===== src/core/wakeev_params.svh =====
// constants for the wake event interrupt block: offsets, field positions, reset values
// assumes inclusion by bare name from the modules
`ifndef WAKEEV_PARAMS_SVH
`define WAKEEV_PARAMS_SVH
// register byte offsets on the 32-bit bus
`define WAKEEV_OFF_SEL_HI   12'h000
`define WAKEEV_OFF_SEL_LO   12'h004
`define WAKEEV_OFF_FLG_HI   12'h008
`define WAKEEV_OFF_FLG_LO   12'h00C
`define WAKEEV_OFF_GRP_EN   12'h010
`define WAKEEV_OFF_IRQ_ST   12'h014
`define WAKEEV_OFF_IRQ_MSK  12'h018
// group enable field positions
`define WAKEEV_BIT_UP_EN    7
`define WAKEEV_BIT_LO_EN    6
// reset values
`define WAKEEV_RST_BYTE     8'h00
`define WAKEEV_RST_PIN      16'hFFFF
`define WAKEEV_RST_IRQ      2'h0
// axi response codes
`define WAKEEV_RESP_OKAY    2'h0
`define WAKEEV_RESP_SLVERR  2'h2
`endif


===== src/core/wakeev_pkg.sv =====
// types shared by the wake event interrupt block
// assumes the params header sits beside this file
package wakeev_pkg;
   // one detected edge per wake input, upper half is inputs 15..8
   typedef struct packed {
      logic [7:0] upper;
      logic [7:0] lower;
   } wakeev_pair_t;
   // write-channel states of the bus slave
   typedef enum logic [2:0] {
      WAKEEV_W_IDLE = 3'b001,
      WAKEEV_W_EXEC = 3'b010,
      WAKEEV_W_RESP = 3'b100
   } wakeev_wst_t;
endpackage : wakeev_pkg


===== src/core/wakeev_edge.sv =====
// edge detector for the sixteen wake inputs
// assumes pins already synchronous to mclk_i; works regardless of pin direction
`timescale 1ns/1ps
`include "wakeev_params.svh"
module wakeev_edge
   import wakeev_pkg::*;
(
   // clock and reset
   input wire logic mclk_i,
   input wire logic rst_b_i,
   // pins and edge selects
   input wire logic [15:0] pin_i,
   input wire wakeev_pair_t sel_i,
   // detected edges
   output wakeev_pair_t hit_o
);
   logic [15:0] prev_r; // pin level one cycle ago
   logic [15:0] prev_nxt;
   logic [15:0] sel_w; // flat edge selects
   logic [15:0] hit_w;

   assign sel_w = {sel_i.upper, sel_i.lower};

   // **********************************
   // edge compare per input
   // **********************************
   genvar gi;
   generate
      for (gi = 0; gi < 16; gi = gi + 1) begin : g_edge
         // 0 picks falling, 1 picks rising
         assign hit_w[gi] = sel_w[gi] ? (pin_i[gi] & ~prev_r[gi])
                                      : (~pin_i[gi] & prev_r[gi]);
      end
   endgenerate

   // previous level simply follows the pin, independent of port direction
   always_comb begin
      prev_nxt = pin_i;
   end

   // idle-high reset matches the idle level of the active-low sources, so no false
   // edge follows release; a pin already low at release does count as a fall
   always_ff @(posedge mclk_i or negedge rst_b_i) begin
      if (!rst_b_i) begin
         prev_r <= `WAKEEV_RST_PIN;
      end else begin
         prev_r <= prev_nxt;
      end
   end

   assign hit_o = '{upper: hit_w[15:8], lower: hit_w[7:0]};
endmodule : wakeev_edge


===== src/core/wakeev_top.sv =====
// wake event interrupt block: sixteen edge-sensed wake inputs in two groups of eight
// assumes an AXI4-Lite master on mclk_i and pins synchronous to mclk_i
// Operation
// - select bit: 0 falling, 1 rising edge
// - selected edge sets the input's request flag
// - flag clears on write 0 after read 1
// - writing 1 leaves flag; software never sets
// - enable bit 7 gates upper group request
// - enable bit 6 gates lower group request
// - enable bits 5..0 reserved, read zero
// - one shared request per group of eight
// - detection works whatever the pin direction
//
// The AXI4-Lite register port and the register addresses were chosen for this implementation.
`timescale 1ns/1ps
`include "wakeev_params.svh"
module wakeev_top
   import wakeev_pkg::*;
(
   // clock and reset
   input wire logic mclk_i,
   input wire logic rst_b_i,
   // wake pins, active low sources
   input wire logic [15:0] wake_input_pin_i,
   // axi4-lite write address
   input wire logic [11:0] s_axi_awaddr,
   input wire logic s_axi_awvalid,
   output logic s_axi_awready,
   // axi4-lite write data
   input wire logic [31:0] s_axi_wdata,
   input wire logic [3:0] s_axi_wstrb,
   input wire logic s_axi_wvalid,
   output logic s_axi_wready,
   // axi4-lite write response
   output logic [1:0] s_axi_bresp,
   output logic s_axi_bvalid,
   input wire logic s_axi_bready,
   // axi4-lite read address
   input wire logic [11:0] s_axi_araddr,
   input wire logic s_axi_arvalid,
   output logic s_axi_arready,
   // axi4-lite read data
   output logic [31:0] s_axi_rdata,
   output logic [1:0] s_axi_rresp,
   output logic s_axi_rvalid,
   input wire logic s_axi_rready,
   // group requests to the interrupt controller
   output logic upper_irq_o,
   output logic lower_irq_o,
   // combined interrupt from status and mask
   output logic irq_o
);

   // ******************************************
   // register state
   // ******************************************
   wakeev_pair_t sel_r, sel_nxt; // edge select bits
   wakeev_pair_t flg_r, flg_nxt; // request flags
   wakeev_pair_t armed_r, armed_nxt; // flag seen as 1 by a read
   logic [1:0] grp_en_r, grp_en_nxt; // [1] upper, [0] lower
   logic [1:0] ist_r, ist_nxt; // sticky interrupt status
   logic [1:0] imsk_r, imsk_nxt; // interrupt mask, 1 passes
   wakeev_pair_t hit_w; // edges this cycle
   logic upper_req_w, lower_req_w;

   // bus slave state
   wakeev_wst_t wst_r, wst_nxt;
   logic [11:0] waddr_r, waddr_nxt;
   logic [31:0] wdata_r, wdata_nxt;
   logic [3:0] wstrb_r, wstrb_nxt;
   logic aw_got_r, aw_got_nxt; // address taken
   logic w_got_r, w_got_nxt; // data taken
   logic [1:0] bresp_r, bresp_nxt;
   logic rvalid_r, rvalid_nxt;
   logic [31:0] rdata_r, rdata_nxt;
   logic [1:0] rresp_r, rresp_nxt;
   logic wr_do_w; // write commits this cycle
   logic rd_do_w; // read is accepted this cycle
   logic [31:0] rd_val_w; // read mux result
   logic rd_ok_w;

   // ******************************************
   // edge detection
   // ******************************************
   wakeev_edge u_edge (
      .mclk_i(mclk_i),
      .rst_b_i(rst_b_i),
      .pin_i(wake_input_pin_i),
      .sel_i(sel_r),
      .hit_o(hit_w)
   );

   // ******************************************
   // write channel: either order, one write at a time
   // ******************************************
   assign s_axi_awready = (wst_r == WAKEEV_W_IDLE) && !aw_got_r;
   assign s_axi_wready = (wst_r == WAKEEV_W_IDLE) && !w_got_r;
   assign wr_do_w = (wst_r == WAKEEV_W_EXEC);

   // collect address and data, then commit, then respond
   always_comb begin
      wst_nxt = wst_r;
      waddr_nxt = waddr_r;
      wdata_nxt = wdata_r;
      wstrb_nxt = wstrb_r;
      aw_got_nxt = aw_got_r;
      w_got_nxt = w_got_r;
      bresp_nxt = bresp_r;
      unique case (wst_r)
         WAKEEV_W_IDLE: begin
            if (s_axi_awvalid && s_axi_awready) begin
               waddr_nxt = s_axi_awaddr;
               aw_got_nxt = 1'b1;
            end
            if (s_axi_wvalid && s_axi_wready) begin
               wdata_nxt = s_axi_wdata;
               wstrb_nxt = s_axi_wstrb;
               w_got_nxt = 1'b1;
            end
            if (aw_got_nxt && w_got_nxt) begin
               wst_nxt = WAKEEV_W_EXEC;
            end
         end
         WAKEEV_W_EXEC: begin
            // unmapped addresses answer with slave error
            bresp_nxt = (waddr_r[11:2] <= `WAKEEV_OFF_IRQ_MSK >> 2) ? `WAKEEV_RESP_OKAY
                                                                 : `WAKEEV_RESP_SLVERR;
            wst_nxt = WAKEEV_W_RESP;
         end
         WAKEEV_W_RESP: begin
            if (s_axi_bready) begin
               aw_got_nxt = 1'b0;
               w_got_nxt = 1'b0;
               wst_nxt = WAKEEV_W_IDLE;
            end
         end
         default: begin
            wst_nxt = WAKEEV_W_IDLE;
         end
      endcase
   end

   assign s_axi_bvalid = (wst_r == WAKEEV_W_RESP);
   assign s_axi_bresp = bresp_r;

   // ******************************************
   // read channel: one beat, answered the cycle after the address
   // ******************************************
   assign s_axi_arready = !rvalid_r;
   assign rd_do_w = s_axi_arvalid && s_axi_arready;

   // read mux; reserved and upper bits read as zero
   always_comb begin
      rd_val_w = 32'h0000_0000;
      rd_ok_w = 1'b1;
      unique case ({s_axi_araddr[11:2], 2'b00})
         `WAKEEV_OFF_SEL_HI: rd_val_w[7:0] = sel_r.upper;
         `WAKEEV_OFF_SEL_LO: rd_val_w[7:0] = sel_r.lower;
         `WAKEEV_OFF_FLG_HI: rd_val_w[7:0] = flg_r.upper;
         `WAKEEV_OFF_FLG_LO: rd_val_w[7:0] = flg_r.lower;
         `WAKEEV_OFF_GRP_EN: begin
            rd_val_w[`WAKEEV_BIT_UP_EN] = grp_en_r[1];
            rd_val_w[`WAKEEV_BIT_LO_EN] = grp_en_r[0];
         end
         `WAKEEV_OFF_IRQ_ST: rd_val_w[1:0] = ist_r;
         `WAKEEV_OFF_IRQ_MSK: rd_val_w[1:0] = imsk_r;
         default: rd_ok_w = 1'b0;
      endcase
   end

   // hold read data until the master takes it
   always_comb begin
      rvalid_nxt = rvalid_r;
      rdata_nxt = rdata_r;
      rresp_nxt = rresp_r;
      if (rvalid_r && s_axi_rready) begin
         rvalid_nxt = 1'b0;
      end
      if (rd_do_w) begin
         rvalid_nxt = 1'b1;
         rdata_nxt = rd_val_w;
         rresp_nxt = rd_ok_w ? `WAKEEV_RESP_OKAY : `WAKEEV_RESP_SLVERR;
      end
   end

   assign s_axi_rvalid = rvalid_r;
   assign s_axi_rdata = rdata_r;
   assign s_axi_rresp = rresp_r;

   // ******************************************
   // control registers and request flags
   // ******************************************
   always_comb begin
      sel_nxt = sel_r;
      grp_en_nxt = grp_en_r;
      imsk_nxt = imsk_r;
      flg_nxt = flg_r;
      armed_nxt = armed_r;
      if (wr_do_w && wstrb_r[0]) begin
         unique case ({waddr_r[11:2], 2'b00})
            `WAKEEV_OFF_SEL_HI: sel_nxt.upper = wdata_r[7:0];
            `WAKEEV_OFF_SEL_LO: sel_nxt.lower = wdata_r[7:0];
            // only a 0 on an armed bit clears; a 1 leaves the flag as is
            `WAKEEV_OFF_FLG_HI: begin
               flg_nxt.upper = flg_r.upper & ~(armed_r.upper & ~wdata_r[7:0]);
               armed_nxt.upper = armed_r.upper & wdata_r[7:0];
            end
            `WAKEEV_OFF_FLG_LO: begin
               flg_nxt.lower = flg_r.lower & ~(armed_r.lower & ~wdata_r[7:0]);
               armed_nxt.lower = armed_r.lower & wdata_r[7:0];
            end
            // reserved bits 5..0 are not stored
            `WAKEEV_OFF_GRP_EN: begin
               grp_en_nxt = {wdata_r[`WAKEEV_BIT_UP_EN], wdata_r[`WAKEEV_BIT_LO_EN]};
            end
            `WAKEEV_OFF_IRQ_MSK: imsk_nxt = wdata_r[1:0];
            default: begin
            end
         endcase
      end
      // a read of a flag register arms the bits it saw set; done after the write so a
      // write in the same cycle cannot drop the arming, and a bit it cleared stays unarmed
      if (rd_do_w && ({s_axi_araddr[11:2], 2'b00} == `WAKEEV_OFF_FLG_HI)) begin
         armed_nxt.upper = armed_nxt.upper | (flg_r.upper & flg_nxt.upper);
      end
      if (rd_do_w && ({s_axi_araddr[11:2], 2'b00} == `WAKEEV_OFF_FLG_LO)) begin
         armed_nxt.lower = armed_nxt.lower | (flg_r.lower & flg_nxt.lower);
      end
      // edges win over a clear in the same cycle
      flg_nxt.upper = flg_nxt.upper | hit_w.upper;
      flg_nxt.lower = flg_nxt.lower | hit_w.lower;
   end

   // ******************************************
   // group requests and sticky interrupt status
   // ******************************************
   assign upper_req_w = (|flg_r.upper) & grp_en_r[1];
   assign lower_req_w = (|flg_r.lower) & grp_en_r[0];

   // status bits set by group requests, cleared by writing 1; set wins
   always_comb begin
      ist_nxt = ist_r;
      if (wr_do_w && wstrb_r[0] && ({waddr_r[11:2], 2'b00} == `WAKEEV_OFF_IRQ_ST)) begin
         ist_nxt = ist_r & ~wdata_r[1:0];
      end
      ist_nxt = ist_nxt | {upper_req_w, lower_req_w};
   end

   // ******************************************
   // state registers
   // ******************************************
   always_ff @(posedge mclk_i or negedge rst_b_i) begin
      if (!rst_b_i) begin
         sel_r <= '{upper: `WAKEEV_RST_BYTE, lower: `WAKEEV_RST_BYTE};
         flg_r <= '{upper: `WAKEEV_RST_BYTE, lower: `WAKEEV_RST_BYTE};
         armed_r <= '{upper: `WAKEEV_RST_BYTE, lower: `WAKEEV_RST_BYTE};
         grp_en_r <= `WAKEEV_RST_IRQ;
         ist_r <= `WAKEEV_RST_IRQ;
         imsk_r <= `WAKEEV_RST_IRQ;
         wst_r <= WAKEEV_W_IDLE;
         waddr_r <= 12'h000;
         wdata_r <= 32'h0000_0000;
         wstrb_r <= 4'h0;
         aw_got_r <= 1'b0;
         w_got_r <= 1'b0;
         bresp_r <= `WAKEEV_RESP_OKAY;
         rvalid_r <= 1'b0;
         rdata_r <= 32'h0000_0000;
         rresp_r <= `WAKEEV_RESP_OKAY;
         upper_irq_o <= 1'b0;
         lower_irq_o <= 1'b0;
         irq_o <= 1'b0;
      end else begin
         sel_r <= sel_nxt;
         flg_r <= flg_nxt;
         armed_r <= armed_nxt;
         grp_en_r <= grp_en_nxt;
         ist_r <= ist_nxt;
         imsk_r <= imsk_nxt;
         wst_r <= wst_nxt;
         waddr_r <= waddr_nxt;
         wdata_r <= wdata_nxt;
         wstrb_r <= wstrb_nxt;
         aw_got_r <= aw_got_nxt;
         w_got_r <= w_got_nxt;
         bresp_r <= bresp_nxt;
         rvalid_r <= rvalid_nxt;
         rdata_r <= rdata_nxt;
         rresp_r <= rresp_nxt;
         upper_irq_o <= upper_req_w;
         lower_irq_o <= lower_req_w;
         irq_o <= |(ist_nxt & imsk_nxt);
      end
   end
endmodule : wakeev_top


===== config.mk =====
export PLATFORM = sky130hd
export DESIGN_NAME = wakeev_top
export DESIGN_NICKNAME = d
export VERILOG_FILES = /design/src/core/wakeev_pkg.sv /design/src/core/wakeev_edge.sv /design/src/core/wakeev_top.sv
export VERILOG_INCLUDE_DIRS = /design/src /design/src/core
export SDC_FILE = /design/constraint.sdc
export NUM_CORES = 1
export LEC_CHECK = 0
export BUFFER_PORTS_ARGS = -buffer_cell sky130_fd_sc_hd__buf_2
export CORE_UTILIZATION = 48
export CTS_CLUSTER_DIAMETER = 120
export DETAILED_ROUTE_END_ITERATION = 10
export PLACE_DENSITY = 0.87
export SLEW_MARGIN = 20
export SYNTH_ARGS = -nofsm -noshare
export SYNTH_HDL_FRONTEND = slang
export SYNTH_SLANG_ARGS = --single-unit

===== constraint.sdc =====
create_clock -name mclk_i -period 2.2 [get_ports mclk_i]
set_clock_uncertainty 0.2 [all_clocks]
set_input_delay 0.11 -clock mclk_i [delete_from_list [all_inputs] [get_ports mclk_i]]
set_output_delay 0.11 -clock mclk_i [all_outputs]
set_load 0.02 [all_outputs]

==> flow_summary.ini, run 1 <==
[outcome]
status = completed

[floorplanning]
die-area_um2 = 10900
die-width_um = 104
rows = 37
coreArea_um2 = 10200
fp.dieH_um = 104
io_pins = 127
start_util = 0.493

[setup_path]
end_kind = flop
cp_slowest_cell = dfrtp_1
max_stage_delay_ns = 0.43
path_buf_inv = 2
crit_path_frequent_cell = nor4_4
crit_cells = 6
worstPathMaxFanout = 8
arrival_ns = 2.27
cp.required_ns = 2.27
critical_path.cell_chain = nor4_4 -> nand4_4 -> buf_6 -> nor4_4 -> buf_12 -> mux2_4
r2r_cells = 6
path_class = reg -> reg
start_kind = flop
crit_family = simple AND/OR/NAND/NOR gates

[place]
hpwl_um = 8280
portBuffers = 69
gp_congestion = 0.839
dpl-instance-area_um2 = 5650
pre_cts_ws_ns = 0.0382

[grt]
overflow = 0
grtUsageTotal = 0.231
grt_max_degree = 48
grt_pass1_vias = 4002
antenna_found_initial = 0
grt_first_pass_wirelength_um = 19400

[clock_tree]
htree_levels = 3
cts_tree = built
cts.sinks = 108
clkTransAtPathRegs_ns = 0.10
cts_made_buffers = 9
clock-root-buffer = clkbuf_8
clkLatencyLatePin_ns = 0.39
clock_path_buffers = 2

[run]
cap_violations = 0

[logic_synthesis]
synth_top_area_cell = dfrtp_1
syn_area_um2 = 5040
synth_warnings = 0
synth_edf_count = 0
ys.flop_type = dfrtp_1
syn_area_per_cell_um2 = 11.7
netlist_instances = 431
ys_ff_latch = 108
async_flop_share = 1.00
netlist_top_cells_area = dfrtp_1, mux2_2, dfstp_2
ys_types = 50
ys_seq_area_frac = 0.540
yosysTopAreaCellShare = 0.452

[finish]
design_area_um2 = 6310
final_common_cell = dfrtp_1
nFillCells = 810
final_nets = 643
area_delta_synth_final_pct = 25.1
final_cell_mix = dfrtp_1, buf_2, dlygate4sd3_1, mux2_2, nand2_1
drive_gt1_frac = 0.347
n_antenna_cell = 0

[timing]
tightest_slew_ns = 0.613
final-setup-viol-count = 0
drv_slew = 0
fmax_mhz = 455
setup_tns_ns = 0
setup_slack_ns = 0.000830
min_period_ns = 2.20
rsz0062_at_grt = yes
min_period_over_period = 1.00
hold_viol_final = 0
slew_headroom = 0.591
hold_ws_ns = 0.0598

[min_path]
hold_class = in -> async

[power_and_ir_drop]
power.total_uw = 4880
ir_worst_vdd_mv = 0.657
power_leakage_uw = 0.00281
power_density_nw_per_um2 = 774

[routing]
drtAntennaViolNets = 0
wl_per_cell_um = 16.9
drc = 0
drt_pass1_iterations = 4
wirelength_um = 11800
first_iter_violations = 224
avgViaCountPerCell = 5.49
num_vias = 3847
[stage by stage]
stage          utilization  cells
6_report             0.617    701
5_1_grt              0.617    701
4_1_cts              0.609    699
3_5_place_dp         0.552    641
3_3_place_gp         0.552    641
2_1_floorplan            -    456
[final timing paths]
kind                            startpoint          endpoint  slack, ns
hold reg to reg             s_axi_rdata[1]    s_axi_rdata[1]       0.29
setup reg to reg                waddr_r[7]         sel_r[12]     0.0008
hold / removal                     rst_b_i        waddr_r[9]       0.06
max in group asynchronous          rst_b_i  u_edge.prev_r[3]       1.05
min in group mclk_i        s_axi_araddr[4]    s_axi_rdata[7]       0.06
setup / recovery                waddr_r[7]         sel_r[12]     0.0008
[Yosys cell counts (all sizes together), types with 3 or more instances]
cell and number:
mux2 43, o31ai 11, dfrtp 91, nor2 16, mux4 3, nor2b 11
dfstp 17, clkbuf 9, a22oi 6, a221oi 4, o21ai 19, inv 19
nor4 8, nand4 7, nor3b 14, buf 32, nand3b 10, nand3 20
and3b 3, or3 3, nor4b 4, a22o 3, nand2 29, a21oi 11
or3b 12
[flip-flops by register name (all words and copies together) (netlist names)]
signal,count
armed_r,16
flg_r,16
sel_r,16
u_edge.prev_r,16
waddr_r,10
s_axi_rdata,8
wdata_r,8
wst_r,3
grp_en_r,2
imsk_r,2
ist_r,2
aw_got_r,1
irq_o,1
lower_irq_o,1
s_axi_bresp,1
s_axi_rresp,1
s_axi_rvalid,1
upper_irq_o,1
w_got_r,1
wstrb_r,1
[logic make-up after synthesis]
kind of cell           synth area share
AO/OA/AOI/OAI                    0.0948
buffers and inverters            0.0650
flip-flops                        0.540
multiplexers                      0.111
other                          0.000744
AND/OR/NAND/NOR                   0.188
[power breakdown]
group | total, uW | switching [uW] | internal [uW]
Sequential | 2710 | 416 | 2290
Clock | 1070 | 655 | 418
Combinational | 1100 | 506 | 593
Total | 4880 | 1580 | 3310
[area by class of cell]
| type | instances | area, um^2 | share of cell area |
|---|---|---|---|
| clock inverter | 3 | 25.0 | 0.00397 |
| multi-input combinational | 288 | 2160 | 0.342 |
| clock buffer | 13 | 139 | 0.0220 |
| inverter | 19 | 71.3 | 0.0113 |
| sequential | 108 | 2720 | 0.432 |
| timing repair buffer | 134 | 1020 | 0.162 |
| tap | 136 | 170 | 0.0270 |
[routing by layer]
layer	track usage	part of all wire	wire, um
met5	0	0	0
met1	0.284	0.41	4800
met3	0.0558	0.047	562
met4	0.0929	0.030	358
met2	0.391	0.52	6120
[timing repair]
item,in CTS,in global routing
buffers inserted,0,2
hold buffers,42,0
setup endpoints to repair,0,18
endpoints found under the hold margin,154,0
gates resized for setup,0,15
(Power assumes the default switching activity.)
==> run 2, diff against run 1 <==
MAX_ROUTING_LAYER = met4   (was default)
SETUP_SLACK_MARGIN = 0.05   (was default)
==> flow_summary.ini, run 2 (synthesis gave the netlist of run 1 again) <==
[finish]
drive_gt1_frac = 0.349
final_cell_mix = dfrtp_1, buf_2, dlygate4sd3_1, mux2_2, nand2_1
n_antenna_cell = 0
final_core_util = 0.618
area_delta_synth_final_pct = 25.4
final_common_cell = dfrtp_1
final_nets = 643

[place]
gp_congestion = 0.852
hpwl_um = 8280
portBuffers = 69

[setup_path]
endpoint = sel_r[15]
path_class = reg -> reg
end_kind = flop
timing.rr.start = waddr_r[9]
worstPathMaxFanout = 8
reg2reg_slack_ns = 0.08
start_kind = flop
startpoint = waddr_r[9]
r2r_end = sel_r[15]
cp.required_ns = 2.27
r2r_cells = 6
arrival_ns = 2.20

[clock_tree]
clock_path_buffers = 2
cts_tree = built
cts.sinks = 108
cts_made_buffers = 9
clkTransAtPathRegs_ns = 0.10
htree_levels = 3
clock-root-buffer = clkbuf_8
clkLatencyLatePin_ns = 0.39

[timing]
fmax_mhz = 471
min_period_over_period = 0.965
min_period_ns = 2.12
slew_headroom = 0.586
drv_slew = 0
hold_ws_ns = 0.0531
rsz0062_at_grt = yes
hold_viol_final = 0
final-setup-viol-count = 0
tightest_slew_ns = 0.621

[routing]
drt_pass1_iterations = 5
num_vias = 3870
drc = 0
wirelength_um = 11900
avgViaCountPerCell = 5.52
first_iter_violations = 269
drtAntennaViolNets = 0
wl_per_cell_um = 17.0

[power_and_ir_drop]
switchingPower_uw = 1590
p_int_uw = 3310
clkPwrFrac = 0.220
power_density_nw_per_um2 = 775
sequentialPowerShare = 0.554
ir_worst_vdd_mv = 0.654
switching_share = 0.324
combinationalPowerShare = 0.225
power_leakage_uw = 0.00281

[min_path]
min_from = s_axi_araddr[2]
hold_class = in -> reg

[grt]
grtUsageTotal = 0.239
grt_first_pass_wirelength_um = 19500
grt_max_degree = 48
overflow = 0
antenna_found_initial = 0
grt_pass1_vias = 4003

[floorplanning]
die-width_um = 104
fp.dieH_um = 104
rows = 37
start_util = 0.493
coreArea_um2 = 10200
io_pins = 127
die-area_um2 = 10900

[run]
cap_violations = 0

[outcome]
status = completed
## run 2: cell counts in the layout (fill, tap and decap cells not counted)
No cell type changed its count.
## run 2: worst min path at each step
stage                           to  depth (start not counted)
finish              s_axi_rresp[1]                          3
global route        s_axi_rresp[1]                          3
CTS                 s_axi_rresp[1]                          3
detailed placement        aw_got_r                          1
global placement       waddr_r[11]                          1
floorplan               armed_r[0]                          0
## run 2: worst max-delay path, cell delays in order (launching register included)
cell	delay [ns]
dfrtp_1	0.42
nor4_4	0.35
nand4_4	0.16
buf_6	0.16
nor4_4	0.18
buf_12	0.19
mux2_2	0.34
## run 2: metal layers
layer,vias to the layer above,GRT usage,share of wire
met5,-,-,0
met4,0,0.0990,0.021
met3,22,0.0501,0.057
met2,159,0.394,0.52
met1,1925,0.286,0.40
li1,1764,-,-
## run 2: metrics by stage
step	setup slack, ns	total power, uW	instance area [um^2]	instances	TNS (ns)
2_1_floorplan	0.0578	3360	5150	456	0
3_3_place_gp	0.100	3630	5650	641	0
3_5_place_dp	0.0382	3720	5650	641	0
4_1_cts	0.0509	4880	6250	701	0
5_1_grt	-0.00951	5150	6320	701	-0.0173
6_report	0.0764	4900	6320	701	0
## run 2: power groups by stage
stage | Combinational (uW) | Clock (uW) | Sequential (uW)
final | 1100 | 1080 | 2720
after global placement | 934 | 0 | 2690
after global routing | 1210 | 1180 | 2760
after detailed placement | 987 | 0 | 2730
after floorplan | 776 | 0 | 2580
after CTS | 1080 | 1100 | 2700
## run 2: cell type report
class	count	area, um^2
Fill cell	813	3910
Tap cell	136	170
Clock inverter	3	25.0
Timing Repair Buffer	134	1020
Sequential cell	108	2720
Inverter	19	71.3
Clock buffer	13	139
Multi-Input combinational cell	288	2170
## run 2: what timing repair did
item,4_1_cts,5_1_grt
hold endpoints to repair,154,0
hold buffers,42,0
setup endpoints to repair,8,38
pin swaps,3,4
resized for setup,1,18
buffers inserted,2,0
==> run 3, diff against run 2 <==
clock period = 1.8 ns   (was 2.2 ns; I/O delays follow)
==> flow_summary.ini, run 3 (synthesis gave the netlist of run 1 again) <==
[timing]
setup_tns_ns = -16.28
hold_viol_final = 0
hold_ws_ns = 0.00197
rsz0062_at_grt = yes
min_period_over_period = 1.20
min_period_ns = 2.16
fmax_mhz = 462
final-setup-viol-count = 72
setup_slack_ns = -0.364
drv_slew = 0

[finish]
area_delta_synth_final_pct = 37.6
drive_gt1_frac = 0.445
nFillCells = 688
final_nets = 678
final_common_cell = dfrtp_1
final_cell_mix = dfrtp_1, buf_2, buf_4, dlygate4sd3_1, mux2_4
n_antenna_cell = 0
design_area_um2 = 6940

[setup_path]
end_kind = flop
cp.required_ns = 1.85
reg2reg_slack_ns = -0.36
cp_slowest_cell = dfrtp_1
max_stage_delay_ns = 0.45
start_kind = flop
arrival_ns = 2.22
crit_family = simple AND/OR/NAND/NOR gates
critical_path.cell_chain = nor3b_4 -> buf_4 -> nand4_1 -> buf_6 -> o31ai_4 -> o211ai_1
path_class = reg -> reg
path_buf_inv = 2
worstPathMaxFanout = 6

[clock_tree]
cts_tree = built
clkLatencyLatePin_ns = 0.39
cts.sinks = 108
clock_path_buffers = 2
htree_levels = 3
clock-root-buffer = clkbuf_8
cts_made_buffers = 9
clkTransAtPathRegs_ns = 0.11

[grt]
grt_max_degree = 42
grt_first_pass_wirelength_um = 22000
antenna_found_initial = 0
overflow = 0
grtUsageTotal = 0.270
grt_pass1_vias = 4359

[min_path]
hold_class = in -> async

[routing]
wirelength_um = 14900
avgViaCountPerCell = 5.83
first_iter_violations = 264
wl_per_cell_um = 20.3
drt_pass1_iterations = 5
drc = 0
num_vias = 4290
drtAntennaViolNets = 0

[place]
hpwl_um = 8790
dpl-instance-area_um2 = 5930
gp_congestion = 0.927
portBuffers = 69

[run]
cap_violations = 0

[floorplanning]
io_pins = 127
die-width_um = 104
start_util = 0.493
fp.dieH_um = 104
rows = 37
die-area_um2 = 10900
coreArea_um2 = 10200

[power_and_ir_drop]
ir_worst_vdd_mv = 0.872
power_leakage_uw = 0.00318
switching_share = 0.335
clkPwrFrac = 0.240
switchingPower_uw = 2350
p_int_uw = 4680
combinationalPowerShare = 0.270
sequentialPowerShare = 0.491
power.total_uw = 7030
power_density_nw_per_um2 = 1010

[outcome]
status = finished, violations left
violations = setup timing
run 3: layout make-up:
class	instances	area, um^2	share of cell area
clock buffers	9	124	0.0179
clock inverters	7	103	0.0148
inverters	19	71.3	0.0103
multi-input cells	290	2480	0.357
flip-flops and latches	108	2720	0.393
well taps	136	170	0.0245
repair buffers	167	1270	0.183
run 3: layer usage:
metal | vias to the layer above | share of wire | track usage
met5 | - | 0 | -
met4 | 0 | 0.050 | 0.130
met3 | 68 | 0.070 | 0.0476
met2 | 233 | 0.50 | 0.450
met1 | 2157 | 0.38 | 0.318
li1 | 1832 | - | -
run 3: worst reg2reg max path: stages (launching register included):
cell      delay (ns)
dfrtp_1         0.45
nor3b_4         0.37
buf_4           0.21
nand4_1         0.22
buf_6           0.25
o31ai_4         0.21
o211ai_1        0.13
run 3: per-stage QoR:
| step | utilization | instances | worst slack, ns |
|---|---|---|---|
| 6_report | 0.678 | 736 | -0.364 |
| 2_1_floorplan | - | 456 | -0.329 |
| 4_1_cts | 0.658 | 734 | -0.276 |
| 3_5_place_dp | 0.580 | 671 | -0.341 |
| 3_3_place_gp | 0.580 | 671 | -0.271 |
| 5_1_grt | 0.678 | 736 | -0.393 |
run 3: path summary, 6_finish.rpt:
path / startpoint / end / depth (start not counted)
setup / recovery: wst_r[2] / flg_r[7] / 6
max in group asynchronous: rst_b_i / u_edge.prev_r[12] / 3
hold / removal: rst_b_i / grp_en_r[0] / 2
hold reg to reg: armed_r[14] / armed_r[14] / 2
min in group mclk_i: s_axi_araddr[4] / s_axi_rdata[2] / 4
setup reg to reg: wst_r[2] / flg_r[7] / 6
run 3: timing repair:
item                                    4_1_cts  5_1_grt
hold endpoints to repair                    153        0
hold buffers                                 41        0
endpoints found under the setup margin       80       78
gates cloned                                  2        1
setup buffers                                 4        2
pin swaps                                     9       12
gates resized for setup                      29       47
run 3: power by group through the flow:
stage	Sequential (uW)	Combinational (uW)	Clock, uW
finish	3450	1900	1680
global placement	3300	1490	0
detailed placement	3340	1570	0
floorplan	3180	1090	0
global route	3480	2020	1780
CTS	3320	1790	1690
